==> src/logic/sao_pkg.sv <==
`default_nettype none
package sao_pkg;
    localparam int CLK_MHZ        = 50;
    localparam int RES_W          = 16;
    localparam int BYTE_W         = 8;
    localparam int CNT_W          = 10;
    localparam int DCNT_W         = 7;
    localparam int BIT_W          = 5;

    // times in nanoseconds, and the bit-clock pulse count
    localparam int HOLD_MIN_NS    = 12000;
    localparam int CONV_NS        = 19000;
    localparam int BUSY_DLY_NS    = 60;
    localparam int DCLK_START_NS  = 1400;
    localparam int DCLK_PER_NS    = 1100;
    localparam int DCLK_BITS      = 16;

    // least times round up, others round down
    localparam logic [CNT_W-1:0] HOLD_MIN_CYC =
        CNT_W'((HOLD_MIN_NS * CLK_MHZ + 999) / 1000);
    localparam logic [CNT_W-1:0] CONV_CYC =
        CNT_W'(CONV_NS * CLK_MHZ / 1000);
    localparam logic [CNT_W-1:0] BUSY_DLY_CYC =
        CNT_W'(BUSY_DLY_NS * CLK_MHZ / 1000);
    localparam logic [CNT_W-1:0] LOAD_CYC = CONV_CYC - BUSY_DLY_CYC;
    localparam logic [DCNT_W-1:0] DCLK_START_CYC =
        DCNT_W'(DCLK_START_NS * CLK_MHZ / 1000);
    localparam logic [DCNT_W-1:0] DCLK_PER_CYC =
        DCNT_W'(DCLK_PER_NS * CLK_MHZ / 1000);
    localparam logic [DCNT_W-1:0] DCLK_HIGH_CYC =
        DCNT_W'(DCLK_PER_NS * CLK_MHZ / 2000);
    localparam logic [BIT_W-1:0] DCLK_LAST_BIT = BIT_W'(DCLK_BITS - 1);

    localparam logic [RES_W-1:0] RESULT_RST = 16'h0000;

    typedef enum logic [1:0] {
        SAO_DC_IDLE,
        SAO_DC_WAIT,
        SAO_DC_HIGH,
        SAO_DC_LOW
    } sao_dclk_state_t;

    typedef enum logic {
        SAO_CV_IDLE,
        SAO_CV_RUN
    } sao_conv_state_t;
endpackage : sao_pkg
`default_nettype wire

==> src/logic/sao_top.sv <==
`timescale 1ns/1ps
`default_nettype none
module sao_top (
    input  wire logic                      ref_clk,
    input  wire logic                      rstn,
    input  wire logic                      cs_n,
    input  wire logic                      read_conv,
    input  wire logic                      clock_source_sel,
    input  wire logic                      serial_bit_clock_in,
    input  wire logic                      chain_in,
    input  wire logic                      byte_sel,
    input  wire logic [sao_pkg::RES_W-1:0] conv_result,
    output logic                           busy_n,
    output logic [sao_pkg::BYTE_W-1:0]     parallel_byte_bus,
    output logic                           parallel_byte_bus_oe_n,
    output logic                           serial_out,
    output logic                           serial_bit_clock_out,
    output logic                           serial_bit_clock_oe_n,
    output logic                           load_collision
);
    localparam int DCLK_LO = 60;
    localparam int DCLK_HI = 80;

    logic [5:0]                    pins_s;
    logic                          cs_n_s;
    logic                          rc_s;
    logic                          sel_s;
    logic                          dclk_s;
    logic                          chain_s;
    logic                          byte_s;
    logic                          dclk_q;
    logic                          start_q;
    logic                          start_cond;
    logic                          start_acc;
    sao_pkg::sao_conv_state_t      state;
    logic [sao_pkg::CNT_W-1:0]     conv_cnt;
    logic                          load;
    logic                          read_en;
    logic                          ext_en;
    logic                          ext_rise;
    logic                          ext_first;
    logic                          ext_shift;
    logic                          tag_q;
    logic                          tag_first;
    logic                          int_mode;
    logic                          int_first;
    logic                          int_fall;
    logic                          int_done;
    logic                          collide;
    logic [sao_pkg::RES_W-1:0]     out_reg;

    // every pin except conv_result passes two flip-flops before use
    sao_sync #(
        .W (6)
    ) u_sync (
        .ref_clk (ref_clk),
        .rstn    (rstn),
        .d       ({cs_n, read_conv, clock_source_sel,
                   serial_bit_clock_in, chain_in, byte_sel}),
        .q       (pins_s)
    );

    assign cs_n_s  = pins_s[5];
    assign rc_s    = pins_s[4];
    assign sel_s   = pins_s[3];
    assign dclk_s  = pins_s[2];
    assign chain_s = pins_s[1];
    assign byte_s  = pins_s[0];

    assign int_mode   = !sel_s;
    assign read_en    = !cs_n_s && rc_s;
    assign ext_en     = read_en && sel_s;
    assign ext_rise   = dclk_s && !dclk_q;
    assign start_cond = !cs_n_s && !rc_s;
    // only a fresh command while idle is taken
    assign start_acc  = start_cond && !start_q && busy_n;
    assign load       = (state == sao_pkg::SAO_CV_RUN)
                        && (conv_cnt == sao_pkg::LOAD_CYC);
    assign collide    = load && ext_en && dclk_s;
    // the first external rise presents the MSB without shifting
    assign ext_shift  = ext_rise && ext_en && !ext_first;

    always_ff @(posedge ref_clk or negedge rstn) begin
        if (!rstn) begin
            dclk_q  <= 1'b0;
            // synced pins read low out of reset: no false start
            start_q <= 1'b1;
        end else begin
            dclk_q  <= dclk_s;
            start_q <= start_cond;
        end
    end

    // conversion timing; the external clock never times it
    always_ff @(posedge ref_clk or negedge rstn) begin
        if (!rstn) begin
            state    <= sao_pkg::SAO_CV_IDLE;
            conv_cnt <= '0;
        end else begin
            case (state)
                sao_pkg::SAO_CV_IDLE: begin
                    conv_cnt <= '0;
                    if (start_acc) begin
                        state <= sao_pkg::SAO_CV_RUN;
                    end
                end
                sao_pkg::SAO_CV_RUN: begin
                    conv_cnt <= conv_cnt + 1'b1;
                    if (conv_cnt == sao_pkg::CONV_CYC - 1'b1) begin
                        state <= sao_pkg::SAO_CV_IDLE;
                    end
                end
                default: begin
                    state <= sao_pkg::SAO_CV_IDLE;
                end
            endcase
        end
    end

    always_ff @(posedge ref_clk or negedge rstn) begin
        if (!rstn) begin
            busy_n <= 1'b1;
        end else if (start_acc) begin
            busy_n <= 1'b0;
        end else if (state == sao_pkg::SAO_CV_RUN
                     && conv_cnt == sao_pkg::CONV_CYC - 1'b1) begin
            busy_n <= 1'b1;
        end
    end

    sao_dclk_gen u_dclk (
        .ref_clk    (ref_clk),
        .rstn       (rstn),
        .start      (start_acc && int_mode),
        .dclk       (serial_bit_clock_out),
        .first_rise (int_first),
        .fall       (int_fall),
        .done       (int_done)
    );

    always_ff @(posedge ref_clk or negedge rstn) begin
        if (!rstn) begin
            serial_bit_clock_oe_n <= 1'b1;
        end else begin
            serial_bit_clock_oe_n <= sel_s;
        end
    end

    // external chain bits taken on each rise, inserted on the next shift; internal one taken on the first rise
    always_ff @(posedge ref_clk or negedge rstn) begin
        if (!rstn) begin
            tag_q     <= 1'b0;
            tag_first <= 1'b0;
            ext_first <= 1'b1;
        end else begin
            if (ext_rise && ext_en) begin
                tag_q     <= chain_s;
                ext_first <= 1'b0;
            end
            if (load) begin
                ext_first <= 1'b1;
            end
            if (int_first) begin
                tag_first <= chain_s;
            end
        end
    end

    // output register: reload, internal shift or external shift
    always_ff @(posedge ref_clk or negedge rstn) begin
        if (!rstn) begin
            out_reg <= sao_pkg::RESULT_RST;
        end else if (collide) begin
            // reload clashes with a high clock: the MSB is lost
            out_reg <= {conv_result[sao_pkg::RES_W-2:0], tag_q};
        end else if (load) begin
            out_reg <= conv_result;
        end else if (int_fall) begin
            out_reg <= {out_reg[sao_pkg::RES_W-2:0], tag_first};
        end else if (ext_shift) begin
            out_reg <= {out_reg[sao_pkg::RES_W-2:0], tag_q};
        end
    end

    // steps to the next bit only after an internal falling edge or an external rising edge, so stable over both
    always_ff @(posedge ref_clk or negedge rstn) begin
        if (!rstn) begin
            serial_out <= 1'b0;
        end else if (int_mode && int_done) begin
            serial_out <= tag_first;
        end else begin
            serial_out <= out_reg[sao_pkg::RES_W-1];
        end
    end

    // parallel reads look at the register and never shift it
    always_ff @(posedge ref_clk or negedge rstn) begin
        if (!rstn) begin
            parallel_byte_bus      <= '0;
            parallel_byte_bus_oe_n <= 1'b1;
        end else begin
            parallel_byte_bus_oe_n <= !read_en;
            parallel_byte_bus      <= byte_s
                ? out_reg[sao_pkg::BYTE_W-1:0]
                : out_reg[sao_pkg::RES_W-1:sao_pkg::BYTE_W];
        end
    end

    // sticky until the next conversion; a new clash wins
    always_ff @(posedge ref_clk or negedge rstn) begin
        if (!rstn) begin
            load_collision <= 1'b0;
        end else if (collide) begin
            load_collision <= 1'b1;
        end else if (start_acc) begin
            load_collision <= 1'b0;
        end
    end

    chk_busy_low_start:
    assert property (@(posedge ref_clk) disable iff (!rstn)
        start_acc |=> !busy_n [*8])
    else $error("busy did not fall after conversion start");

    chk_load_hold_min:
    assert property (@(posedge ref_clk) disable iff (!rstn)
        load |-> conv_cnt >= sao_pkg::HOLD_MIN_CYC && !busy_n)
    else $error("result reloaded before the hold time");

    chk_busy_after_load:
    assert property (@(posedge ref_clk) disable iff (!rstn)
        $rose(busy_n) |-> $past(load, 3))
    else $error("busy rose without a prior reload");

    chk_cmd_ignored:
    assert property (@(posedge ref_clk) disable iff (!rstn)
        (!busy_n && start_cond && conv_cnt < sao_pkg::LOAD_CYC
         && state == sao_pkg::SAO_CV_RUN)
        |=> conv_cnt == $past(conv_cnt) + 1'b1)
    else $error("convert command restarted a running conversion");

    chk_par_drive:
    assert property (@(posedge ref_clk) disable iff (!rstn)
        read_en |=> !parallel_byte_bus_oe_n)
    else $error("byte bus not driven while selected for read");

    chk_int_clk_start:
    assert property (@(posedge ref_clk) disable iff (!rstn)
        start_acc && int_mode
        |=> !serial_bit_clock_out [*8]
            ##[DCLK_LO:DCLK_HI] serial_bit_clock_out)
    else $error("internal bit clock start delay wrong");

    chk_dclk_idle_low:
    assert property (@(posedge ref_clk) disable iff (!rstn)
        int_done && int_mode |=> !serial_bit_clock_out
                                 && serial_out == $past(tag_first))
    else $error("bit clock or tail bit wrong after 16 pulses");

    chk_ext_gated:
    assert property (@(posedge ref_clk) disable iff (!rstn)
        !ext_en && !load && !int_fall |=> $stable(out_reg))
    else $error("output register moved without a serial pulse");

    chk_msb_first:
    assert property (@(posedge ref_clk) disable iff (!rstn)
        ext_first && ext_rise && ext_en && !load && !int_fall
        |=> $stable(out_reg) && !ext_first)
    else $error("first external rise shifted the MSB away");
endmodule : sao_top
`default_nettype wire

==> src/logic/sao_sync.sv <==
`timescale 1ns/1ps
`default_nettype none
module sao_sync #(
    parameter int W = 1
) (
    input  wire logic         ref_clk,
    input  wire logic         rstn,
    input  wire logic [W-1:0] d,
    output logic      [W-1:0] q
);
    logic [W-1:0] meta;

    always_ff @(posedge ref_clk or negedge rstn) begin
        if (!rstn) begin
            meta <= '0;
            q    <= '0;
        end else begin
            meta <= d;
            q    <= meta;
        end
    end
endmodule : sao_sync
`default_nettype wire

==> src/logic/sao_dclk_gen.sv <==
`timescale 1ns/1ps
`default_nettype none
module sao_dclk_gen (
    input  wire logic ref_clk,
    input  wire logic rstn,
    input  wire logic start,
    output logic      dclk,
    output logic      first_rise,
    output logic      fall,
    output logic      done
);
    sao_pkg::sao_dclk_state_t           state;
    logic [sao_pkg::DCNT_W-1:0]         cnt;
    logic [sao_pkg::BIT_W-1:0]          bits;

    always_ff @(posedge ref_clk or negedge rstn) begin
        if (!rstn) begin
            state      <= sao_pkg::SAO_DC_IDLE;
            cnt        <= '0;
            bits       <= '0;
            dclk       <= 1'b0;
            first_rise <= 1'b0;
            fall       <= 1'b0;
            done       <= 1'b0;
        end else begin
            first_rise <= 1'b0;
            fall       <= 1'b0;
            cnt        <= cnt + 1'b1;
            case (state)
                sao_pkg::SAO_DC_IDLE: begin
                    dclk <= 1'b0;
                    if (start) begin
                        state <= sao_pkg::SAO_DC_WAIT;
                        cnt   <= '0;
                        bits  <= '0;
                        done  <= 1'b0;
                    end
                end
                sao_pkg::SAO_DC_WAIT: begin
                    if (cnt == sao_pkg::DCLK_START_CYC - 1'b1) begin
                        state      <= sao_pkg::SAO_DC_HIGH;
                        cnt        <= '0;
                        dclk       <= 1'b1;
                        first_rise <= 1'b1;
                    end
                end
                sao_pkg::SAO_DC_HIGH: begin
                    if (cnt == sao_pkg::DCLK_HIGH_CYC - 1'b1) begin
                        state <= sao_pkg::SAO_DC_LOW;
                        cnt   <= '0;
                        dclk  <= 1'b0;
                        fall  <= 1'b1;
                        if (bits == sao_pkg::DCLK_LAST_BIT) begin
                            // tail level from the 16th fall on
                            done <= 1'b1;
                        end
                    end
                end
                sao_pkg::SAO_DC_LOW: begin
                    if (cnt == sao_pkg::DCLK_PER_CYC
                            - sao_pkg::DCLK_HIGH_CYC - 1'b1) begin
                        cnt <= '0;
                        if (bits == sao_pkg::DCLK_LAST_BIT) begin
                            // low until the next start
                            state <= sao_pkg::SAO_DC_IDLE;
                        end else begin
                            state <= sao_pkg::SAO_DC_HIGH;
                            dclk  <= 1'b1;
                            bits  <= bits + 1'b1;
                        end
                    end
                end
                default: begin
                    state <= sao_pkg::SAO_DC_IDLE;
                    dclk  <= 1'b0;
                end
            endcase
        end
    end
endmodule : sao_dclk_gen
`default_nettype wire

==> config.mk <==
export PLATFORM = sky130hd
export DESIGN_NAME = sao_top
export DESIGN_NICKNAME = d
export VERILOG_FILES = /design/src/logic/sao_pkg.sv /design/src/logic/sao_top.sv /design/src/logic/sao_sync.sv /design/src/logic/sao_dclk_gen.sv
export SDC_FILE = /design/constraint.sdc
export NUM_CORES = 1
export LEC_CHECK = 0
export BUFFER_PORTS_ARGS = -buffer_cell sky130_fd_sc_hd__buf_2
export CAP_MARGIN = 20
export CORE_ASPECT_RATIO = 1.75
export CORE_UTILIZATION = 50
export DETAILED_ROUTE_END_ITERATION = 10
export GPL_TIMING_DRIVEN = 0
export HOLD_SLACK_MARGIN = 0.05
export PLACE_DENSITY = 0.8
export SLEW_MARGIN = 10
export SYNTH_ARGS = -nofsm -noshare
export SYNTH_HDL_FRONTEND = slang
export SYNTH_SLANG_ARGS = --single-unit
==> constraint.sdc <==
create_clock -name ref_clk -period 5.3 [get_ports ref_clk]
set_input_delay 0.795 -clock ref_clk [delete_from_list [all_inputs] [get_ports ref_clk]]
set_output_delay 0.795 -clock ref_clk [all_outputs]
set_load 0.05 [all_outputs]
# Yosys cells after proc, flatten, opt, wreduce, memory -nomap -nowiden
# Index checks and enable logic that the tools add are counted.
[totals]
regBits = 75
latchBits = 0
ramBits = 0
romBits = 0
output_inout_bits = 14
n_memories = 0
[op_classes]
addsub = 3
mul = 0
div_mod_pow = 0
order_cmp = 0
eq_ne = 15
n_shift = 0
n_mux = 44
bitwise_logic = 1
n_reduce_logical = 32
[ops]
columns = ["op", "n"]
rows = [
  ["16-bit two-way mux", 4],
  ["7-bit two-way mux", 4],
  ["7-bit one-hot mux with 4 select lines", 1],
  ["10-bit equality test, second input constant", 2],
  ["1-bit two-way mux", 20],
  ["10-bit one-hot mux with 2 select lines", 1],
  ["4-bit AND reduction", 4],
  ["5-bit two-way mux", 3],
  ["7-bit by 5-bit equality test with 1-bit output, second input constant", 2],
  ["1-bit logical AND", 14],
  ["10-bit by 1-bit adder with 10-bit output, second input constant", 1],
  ["2-bit two-way mux", 5],
  ["2-bit by 1-bit inequality test with 1-bit output, second input constant", 5],
  ["5-bit one-hot mux with 2 select lines", 1],
  ["2-bit nonzero test", 5],
  ["8-bit two-way mux", 1],
  ["2-bit one-hot mux with 4 select lines", 1],
  ["7-bit by 1-bit adder with 7-bit output, second input constant", 1],
  ["7-bit equality test, second input constant", 1],
  ["1-bit logical NOT", 7],
  ["5-bit by 1-bit adder with 5-bit output, second input constant", 1],
  ["5-bit by 4-bit equality test with 1-bit output, second input constant", 1],
  ["2-bit equality test, second input constant", 2],
  ["1-bit one-hot mux with 2 select lines", 2],
  ["6 further kinds", 6],
]

# Logic depth before layout (Yosys ltp)
# Gate-level depths: netlist of run 1.
[logic_depth]
ltp_word = 9
depth_mapped = 7
depth_no_buf = 7

# Modules after synthesis
# A second synthesis of run 1 with hierarchy kept.
[hier_totals]
hier_cells = 277
area_unflattened_um2 = 3522.1
[by_module_without_submodules]
columns = ["module", "n_inst", "cells_each", "area_each_um2"]
rows = [
  ["sao_top", 1, 174, 2264.7],
  ["sao_dclk_gen", 1, 91, 957.2],
  ["sao_sync", 1, 12, 300.3],
]

# Worst setup path after synthesis of run 1
# OpenSTA, ideal clock, no wires.
[synth_path]
path_type = "reg-to-reg"
startpoint = "register u_dclk.bits[0] (netlist bit)"
endpoint = "register u_dclk.bits[3] (netlist bit)"
setup_time_ns = 0.078
arrival_time_ns = 1.855
slack_ns = 3.367
stages_incl_launch_ff = 8
n_path_buf = 0
path_cell_list = "dfrtp_1 > ha_1 > and3_1 > ha_1 > and3b_1 > nand4_1 > or3_1 > a21oi_1"
[synth_between]
elab_chain_len = 4
[synth_rtl]
columns = ["item", "line_no", "text"]
rows = [
  ["from (decl)", "sao_dclk_gen.sv:14", "logic [sao_pkg::BIT_W-1:0] bits;"],
  ["from (signal assigned)", "sao_dclk_gen.sv:69", "bits <= bits + 1'b1;"],
  ["5-bit by 1-bit adder with 5-bit output", "sao_dclk_gen.sv:69", ""],
  ["5-bit two-way mux", "sao_dclk_gen.sv:63", "if (bits == sao_pkg::DCLK_LAST_BIT) begin"],
  ["5-bit two-way mux", "sao_dclk_gen.sv:60", "if (cnt == sao_pkg::DCLK_PER_CYC"],
  ["5-bit one-hot mux with 2 select lines", "sao_dclk_gen.sv:29", "case (state)"],
]
# Parallel ways exist; a longest one is shown, timed or not. The select of a mux whose other input is x is not followed.
# A chain may end at the register's enable or synchronous reset.

# Final worst setup path of run 1
[layout_path]
startpoint = "register u_dclk.bits[0] (netlist bit)"
endpoint = "register u_dclk.bits[2] (netlist bit)"
# Same word-level chain as after synthesis.

==> summary.txt, run 1 <==
Critical path
  • Reg-to-reg endpoint: u_dclk.bits[2]$_DFFE_PN0P_
  • Worst reg2reg path depth: 7
  • CP Data Required Time: 5.55 ns
  • Critical Path End Type: flop
  • Critical path launch point type: flop
  • Worst reg2reg startpoint: u_dclk.bits[0]$_DFFE_PN0P_
  • Worst Path Arrival: 2.50 ns
  • Crit-path max FO: 10
  • Crit Path Category: reg -> reg
  • Flop2flop setup slack: 3.05 ns

Job
  • Max_cap viols: 0

Final layout
  • N_diodes: 0
  • Number of nets in the layout: 361
  • Max FFs per register: 16
  • Share of cells above drive strength 1: 0.352
  • FILL cells: 539
  • Non-Filler Instances: 419
  • Synthesis-to-layout area growth: 17.7%

Logic synthesis
  • Synth unique cells: 48
  • Sequential share of the synthesized area: 0.533
  • Cell count after synthesis: 281
  • Syn Nets: 312
  • Synth area leaders: dfrtp_1 (50%), mux2_2 (11%), mux2_4 (6.4%)
  • Warning count from the yosys run: 0
  • Cell type with the largest total area after synthesis: dfrtp_1
  • Yosys top cell area share: 0.496
  • Synthesized cell area: 3530 um2
  • Yosys reg bits: 75
  • Syn_area_per_cell: 12.6 um2

Die
  • Core area: 6860 um2
  • Initial Utilization: 0.515
  • Die Ht: 113 um
  • IO Pins: 38
  • Horiz. Die Dim: 65.5 um
  • Die area: 7420 um2
  • Row Count: 40

Global routing
  • Initial antenna violation count: 0
  • Global-route wire length before repair: 11,300 um
  • Total track usage: 0.204
  • Vias in the first global route: 2,424
  • Total gr overflow: 0
  • Largest net degree at the start of global routing: 48

STA
  • Slew HR: 0.334
  • RSZ-0062 raised after global routing: false
  • Count of final max-slew check failures: 0
  • Final setup viols: 0
  • Part of the cycle the worst path needs: 0.425
  • Worst-Margin Slew: 0.990 ns
  • Final Hold Violating Endpoints: 0
  • Max Fclk: 444 MHz
  • Minimum clock period: 2.25 ns
  • Setup TNS: 0 ns
  • Clock Skew: 0.00687 ns

CTS
  • CTS tree: yes
  • Clk Tree Root Cell: clkbuf_16
  • Number of H-tree levels: 3
  • Post-CTS Setup Inserts: 0
  • Clk Latency, worst-skew pair: 0.33 ns
  • Clock Tree Buf Depth: 2
  • CTS clock-pin slew for the worst setup and hold paths: 0.06 ns
  • Post-CTS Hold Buffers: 0
  • Cts bufs inserted: 9
  • CTS sink count: 75
  • Post-CTS resize count: 0

Power and ir drop
  • Leak pwr: 2.00 nW
  • Peak VDD IR: 0.000266 V
  • Pwr Density: 315 nW/um2

Routing
  • DR DRC count: 0
  • Drt initial violations: 64
  • Final WL: 6670 um
  • DR vias: 2,290
  • DR vias/cell: 5.47
  • Final ANT Viol Nets: 0
  • DR WL/cell: 15.9 um
  • Drt first pass iters: 4

Placed design
  • RD Place Congestion: 0.890
  • DP HPWL: 4770 um
  • Placed instance count: 403
  • IO Port Bufs: 37

Min path
  • WHS Endpoint: u_sync.q[5]$_DFF_PN0_
  • Hold Path Class: reg -> reg
  • Hold Path Origin: u_sync.meta[5]$_DFF_PN0_
  • Min-Delay Path Depth: 0

Outcome
  • Outcome: finished, final reports clean
## synth_stat cells (all sizes together)
master and count:
clkbuf 4, dfstp 5, dfrtp 70, and3 3, mux2i 1, and3b 1
nor2b 5, nor2 21, o2111ai 1, o32a 1, nand4bb 1, nand4 5
nor4bb 2, nand2b 6, and2 7, nand2 8, a32oi 1, a21boi 3
nand3 9, o21a 1, mux2 54, xnor2 8, buf 7, and4bb 1
a21o 1, xor2 2, or2b 1, o41a 1, nor4 2, ha 7
and4 3, or4 1, nand3b 2, o211a 1, or3 5, inv 7
nand4b 1, o21ai 9, a31oi 4, a21oi 4, nor3 4, nor4b 1
## layout by cell type, fill, tap and decap left out, types with 4 or more instances in the layout
master     Yosys  layout
clkbuf_16      0       9
dfrtp_1       70      70
nand3_1        9       9
inv_1          7       7
a21oi_1        4       4
ha_1           7       7
xnor2_1        8       8
and2_1         7       7
nor3_1         4       4
nor2b_1        5       5
mux2_4        15      15
nand2b_1       6       6
nand4_1        5       5
mux2_2        36      36
or3_1          5       5
a31oi_1        4       4
buf_2          4      40
clkbuf_1       4       5
nand2_1        8       8
o21ai_0        8       8
nor2_1        21      21
dfstp_2        5       5
## critical path: stages (launching register included)
cell and delay (ns):
dfrtp_1 0.41, ha_1 0.22, and3_1 0.19, ha_1 0.22
and3b_1 0.23, nand4_1 0.30, or3_1 0.43, a21oi_1 0.16
## layout make-up
class | count | area [um2] | area share
clock buffers | 11 | 243 | 0.0584
flip-flops and latches | 75 | 1880 | 0.453
inverters | 7 | 26.3 | 0.00632
clock inverters | 5 | 61.3 | 0.0148
well taps | 84 | 105 | 0.0253
repair buffers | 38 | 215 | 0.0518
plain buffers | 11 | 73.8 | 0.0178
multi-input cells | 188 | 1550 | 0.372
## power by group
part	switching (mW)	internal, mW	total [mW]
Combinational	0.0495	0.0418	0.0914
Sequential	0.0124	0.594	0.606
Clock	0.231	0.380	0.610
Total	0.292	1.02	1.31
## metal layers
metal	GRT usage	part of all wire
met1	0.218	0.39
met2	0.376	0.56
met3	0.0444	0.031
met4	0.0812	0.018
met5	0	0
## stage by stage
stage	util	total power [mW]	hold slack (ns)	cell area, um2	worst slack [ns]
2_1_floorplan	-	0.670	0.331	3530	3.37
3_3_place_gp	0.557	0.701	0.332	3820	3.02
3_5_place_dp	0.562	0.708	0.335	3850	3.04
4_1_cts	0.606	1.32	0.344	4160	3.04
5_1_grt	0.606	1.35	0.355	4160	2.91
6_report	0.606	1.31	0.346	4160	3.05
## cells by family (layout without fill, tap and decap cells)
kind of cell | after synthesis | in the layout | synth area share
flip-flops | 75 | 75 | 0.533
XOR/XNOR | 10 | 10 | 0.0248
adder cells (fa/ha/maj) | 7 | 7 | 0.0248
AND/OR/NAND/NOR | 89 | 89 | 0.148
AO/OA/AOI/OAI | 27 | 27 | 0.0500
multiplexers | 55 | 55 | 0.191
buffers and inverters | 18 | 72 | 0.0283
## worst max path at each step
stage / startpoint / end / slack [ns] / cells past startpoint
floorplan: u_dclk.bits[0]$_DFFE_PN0P_ / u_dclk.bits[3]$_DFFE_PN0P_ / 3.37 / 7
global placement: rstn / u_sync.meta[3]$_DFF_PN0_ / 3.02 / 1
detailed placement: u_dclk.bits[0]$_DFFE_PN0P_ / u_dclk.bits[2]$_DFFE_PN0P_ / 3.04 / 7
CTS: u_dclk.bits[0]$_DFFE_PN0P_ / u_dclk.bits[2]$_DFFE_PN0P_ / 3.04 / 7
global route: u_dclk.bits[0]$_DFFE_PN0P_ / u_dclk.bits[2]$_DFFE_PN0P_ / 2.91 / 7
finish: u_dclk.bits[0]$_DFFE_PN0P_ / u_dclk.bits[2]$_DFFE_PN0P_ / 3.05 / 7
Power figures use the tool's default switching activity.
==> run 2: changes to the inputs <==
clock period = 2.3 ns   (was 5.3 ns; I/O delays follow)
==> summary.txt, run 2 (synthesized netlist as in run 1, its figures left out) <==
Outcome
  • Outcome: finished, final reports clean

Critical path
  • Delay of the slowest critical-path stage: 0.41 ns
  • Worst Path Arrival: 2.44 ns
  • Crit-path max FO: 7
  • Worst Setup SP: u_dclk.bits[0]$_DFFE_PN0P_
  • Critical Path End Type: flop
  • CP Data Required Time: 2.55 ns
  • Flop2flop setup slack: 0.11 ns
  • Ordered cell list for the critical path: ha_1 > and3_1 > ha_1 > and3b_1 > nand4_1 > or3_1 > a21oi_1
  • Crit Path Category: reg -> reg
  • Family with the most delay on the worst path: simple AND/OR/NAND/NOR gates
  • Worst path bufs/invs: 0
  • Worst reg2reg path depth: 7
  • Crit-path most repeated cell: ha_1
  • Worst reg2reg startpoint: u_dclk.bits[0]$_DFFE_PN0P_
  • CP max-delay cell: dfrtp_1
  • Critical Path Stages: 7
  • Critical path launch point type: flop

STA
  • Minimum clock period: 2.19 ns
  • Setup ws final: 0.114 ns
  • Count of final max-slew check failures: 0
  • Slew HR: 0.354
  • Clock Skew: 0.00676 ns
  • Final setup viols: 0
  • Max Fclk: 458 MHz
  • Part of the cycle the worst path needs: 0.950
  • Final Hold Violating Endpoints: 0
  • RSZ-0062 raised after global routing: false
  • WHS: 0.120 ns
  • Worst-Margin Slew: 0.960 ns
  • Setup TNS: 0 ns

Job
  • Max_cap viols: 0

Die
  • Die area: 7420 um2
  • Core area: 6860 um2
  • Row Count: 40
  • Horiz. Die Dim: 65.5 um
  • IO Pins: 38
  • Initial Utilization: 0.515
  • Die Ht: 113 um

Final layout
  • Synthesis-to-layout area growth: 18.2%
  • Finished Cell Area: 4170 um2
  • Most frequent cells in the layout: dfrtp_1 (70), buf_2 (40), mux2_2 (36)
  • Most common cell after layout, fill and taps aside: dfrtp_1
  • Final core utilization: 0.609
  • Max FFs per register: 16
  • Share of cells above drive strength 1: 0.353
  • Non-Filler Instances: 421
  • Number of nets in the layout: 363
  • N_diodes: 0

Routing
  • Drt initial violations: 57
  • DR DRC count: 0
  • Final WL: 6680 um
  • DR vias: 2,315
  • Drt first pass iters: 4
  • DR vias/cell: 5.50
  • Final ANT Viol Nets: 0
  • DR WL/cell: 15.9 um

Min path
  • Hold Path Origin: clock_source_sel
  • Min-Delay Path Depth: 1
  • Hold Path Class: in -> reg

Placed design
  • DP HPWL: 4770 um
  • Place WS: 0.0427 ns
  • Placed instance count: 403
  • IO Port Bufs: 37
  • Post-DP Area: 3850 um2
  • RD Place Congestion: 0.890

Power and ir drop
  • Comb pwr share: 0.070
  • Share of power burned in registers: 0.464
  • Peak VDD IR: 0.000612 V
  • Sw frac: 0.223
  • Leak pwr: 2.01 nW
  • Switching Power: 673 uW
  • Cell Int Power: 2.34 mW
  • Pwr Total: 3.01 mW
  • Clock Power Share: 0.466
  • Pwr Density: 722 nW/um2

Global routing
  • Global-route wire length before repair: 11,300 um
  • Vias in the first global route: 2,432
  • Largest net degree at the start of global routing: 48
  • Total gr overflow: 0
  • Initial antenna violation count: 0
  • Total track usage: 0.204

CTS
  • Clock Tree Buf Depth: 2
  • Cts bufs inserted: 9
  • CTS clock-pin slew for the worst setup and hold paths: 0.06 ns
  • Clk Latency, worst-skew pair: 0.33 ns
  • Number of H-tree levels: 3
  • Clk Tree Root Cell: clkbuf_16
  • CTS tree: yes
  • Post-CTS resize count: 0
  • CTS sink count: 75
-- run 2: path summary, 6_finish.rpt --
check | endpoint
min in group asynchronous | conv_cnt[8]$_DFF_PN0_
max in group asynchronous | serial_bit_clock_oe_n$_DFF_PN1_
max | u_dclk.bits[2]$_DFFE_PN0P_
max reg2reg | u_dclk.bits[2]$_DFFE_PN0P_
min | u_sync.meta[3]$_DFF_PN0_
min reg2reg | u_sync.q[4]$_DFF_PN0_
-- run 2: worst register-to-register path, stage by stage (launching register included) --
cell	delay (ns)
dfrtp_1	0.41
ha_1	0.22
and3_1	0.19
ha_1	0.22
and3b_1	0.23
nand4_1	0.26
or3_1	0.41
a21oi_1	0.17
-- run 2: layout make-up --
class,instances,area [um2]
buffer,11,73.8
clock buffer,11,243
clock inverter,5,61.3
fill,536,2680
inverter,7,26.3
multi-input combinational,188,1550
sequential,75,1880
tap,84,105
timing repair buffer,40,233
-- run 2: timing repair --
item | in CTS | in global routing
endpoints found under the setup margin | 0 | 2
setup buffers | 0 | 1
endpoints found under the hold margin | 28 | 0
hold buffers | 1 | 0
-- run 2: power by group through the flow --
stage	registers [mW]	logic, mW	clock network, mW
2_1_floorplan	1.45	0.0888	0
3_3_place_gp	1.42	0.199	0
3_5_place_dp	1.42	0.212	0
4_1_cts	1.40	0.216	1.43
5_1_grt	1.40	0.230	1.48
6_report	1.40	0.212	1.40
-- run 2: metal layers --
metal | vias to the layer above | GRT usage | part of all wire | routed length [um]
met2 | 47 | 0.376 | 0.55 | 3700
li1 | 1103 | - | - | -
met5 | - | 0 | 0 | 0
met1 | 1152 | 0.218 | 0.39 | 2640
met3 | 13 | 0.0444 | 0.031 | 206
met4 | 0 | 0.0812 | 0.021 | 142
==> run 3: changes to the inputs <==
==> constraint.sdc (replaced) <==
create_clock -name ref_clk -period 2.3 [get_ports ref_clk]
set_input_delay 0.46 -clock ref_clk [delete_from_list [all_inputs] [get_ports ref_clk]]
set_output_delay 0.46 -clock ref_clk [all_outputs]
set_load 0.05 [all_outputs]
==> summary.txt, run 3 (synthesized netlist as in run 1, its figures left out) <==
STA
  • Final Hold Violating Endpoints: 0
  • RSZ-0062 raised after global routing: false
  • Setup TNS: 0 ns
  • Final setup viols: 0
  • Worst-Margin Slew: 0.960 ns
  • Max Fclk: 458 MHz
  • Count of final max-slew check failures: 0
  • Minimum clock period: 2.19 ns
  • Clock Skew: 0.00689 ns
  • Part of the cycle the worst path needs: 0.950
  • WHS: 0.0572 ns
  • Slew HR: 0.354

CTS
  • Clock Tree Buf Depth: 2
  • Number of H-tree levels: 3
  • Clk Tree Root Cell: clkbuf_16
  • CTS tree: yes
  • Post-CTS resize count: 0
  • CTS sink count: 75
  • Clk Latency, worst-skew pair: 0.33 ns
  • CTS clock-pin slew for the worst setup and hold paths: 0.06 ns
  • Cts bufs inserted: 9
  • Post-CTS Setup Inserts: 0
  • Post-CTS Hold Buffers: 0

Power and ir drop
  • Pwr Density: 724 nW/um2
  • Peak VDD IR: 0.000612 V
  • Leak pwr: 2.01 nW

Final layout
  • Number of nets in the layout: 362
  • Synthesis-to-layout area growth: 17.9%
  • Share of cells above drive strength 1: 0.354
  • Most common cell after layout, fill and taps aside: dfrtp_1
  • Most frequent cells in the layout: dfrtp_1 (70), buf_2 (40), mux2_2 (36)
  • Max FFs per register: 16
  • N_diodes: 0

Critical path
  • CP Data Required Time: 2.55 ns
  • Flop2flop setup slack: 0.11 ns
  • Worst reg2reg startpoint: u_dclk.bits[0]$_DFFE_PN0P_
  • Crit-path max FO: 7
  • Worst Path Arrival: 2.44 ns
  • Critical Path End Type: flop
  • Worst Setup SP: u_dclk.bits[0]$_DFFE_PN0P_
  • Critical path launch point type: flop
  • Crit Path Category: reg -> reg
  • Worst reg2reg path depth: 7
  • Reg-to-reg endpoint: u_dclk.bits[2]$_DFFE_PN0P_

Routing
  • DR vias: 2,308
  • Final ANT Viol Nets: 0
  • Final WL: 6680 um
  • DR DRC count: 0
  • Drt first pass iters: 4
  • Drt initial violations: 62
  • DR vias/cell: 5.50
  • DR WL/cell: 15.9 um

Global routing
  • Total gr overflow: 0
  • Vias in the first global route: 2,424
  • Largest net degree at the start of global routing: 48
  • Global-route wire length before repair: 11,300 um
  • Total track usage: 0.204
  • Initial antenna violation count: 0

Min path
  • Hold Path Class: in -> async

Job
  • Max_cap viols: 0

Die
  • Die area: 7420 um2
  • Horiz. Die Dim: 65.5 um
  • Row Count: 40
  • Die Ht: 113 um
  • IO Pins: 38
  • Initial Utilization: 0.515
  • Core area: 6860 um2

Placed design
  • IO Port Bufs: 37
  • DP HPWL: 4770 um
  • RD Place Congestion: 0.890

Outcome
  • Outcome: finished, final reports clean
-- run 3: changes by cell type in the layout (fill, tap and decap cells not counted), sizes merged --
cell	change
dlygate4sd3	-1
-- run 3: area by class of cell --
class / count / area, um2
clock inverters: 5 / 61.3
multi-input cells: 188 / 1550
well taps: 84 / 105
fillers: 535 / 2690
plain buffers: 11 / 73.8
clock buffers: 11 / 243
inverters: 7 / 26.3
flip-flops and latches: 75 / 1880
repair buffers: 39 / 223
-- run 3: worst max path at each step --
| stage | end | slack [ns] | depth (start not counted) |
|---|---|---|---|
| 6_report | u_dclk.bits[2]$_DFFE_PN0P_ | 0.11 | 7 |
| 5_1_grt | u_dclk.bits[2]$_DFFE_PN0P_ | 0.01 | 7 |
| 4_1_cts | u_dclk.bits[2]$_DFFE_PN0P_ | 0.04 | 7 |
| 3_5_place_dp | u_dclk.bits[2]$_DFFE_PN0P_ | 0.04 | 7 |
| 3_3_place_gp | u_dclk.bits[3]$_DFFE_PN0P_ | 0.15 | 7 |
| 2_1_floorplan | u_dclk.bits[3]$_DFFE_PN0P_ | 0.37 | 7 |
-- run 3: where the power goes --
part | total [mW] | internal, mW | switching (mW)
registers | 1.40 | 1.37 | 0.0286
clock network | 1.40 | 0.875 | 0.529
logic | 0.210 | 0.0964 | 0.114
total | 3.01 | 2.34 | 0.672
-- run 3: metrics by stage --
step	setup WS, ns	instance area [um2]	util	cells	power (mW)
after global placement	0.153	3820	0.557	402	1.62
after global routing	0.0109	4160	0.607	420	3.12
after CTS	0.0364	4160	0.606	419	3.05
after detailed placement	0.0427	3850	0.562	403	1.63
final	0.114	4160	0.607	420	3.01
after floorplan	0.367	3530	-	281	1.54
-- run 3: worst max-delay path, stage by stage (launching register included) --
cell	delay (ns)
dfrtp_1	0.41
ha_1	0.22
and3_1	0.19
ha_1	0.22
and3b_1	0.23
nand4_1	0.26
or3_1	0.41
a21oi_1	0.17
-- run 3: routing by layer --
layer  vias up  track usage  share of wire
li1       1101            -              -
met1      1147        0.218           0.39
met2        47        0.376           0.55
met3        13       0.0444          0.031
met4         0       0.0812          0.021
met5         -            0              0
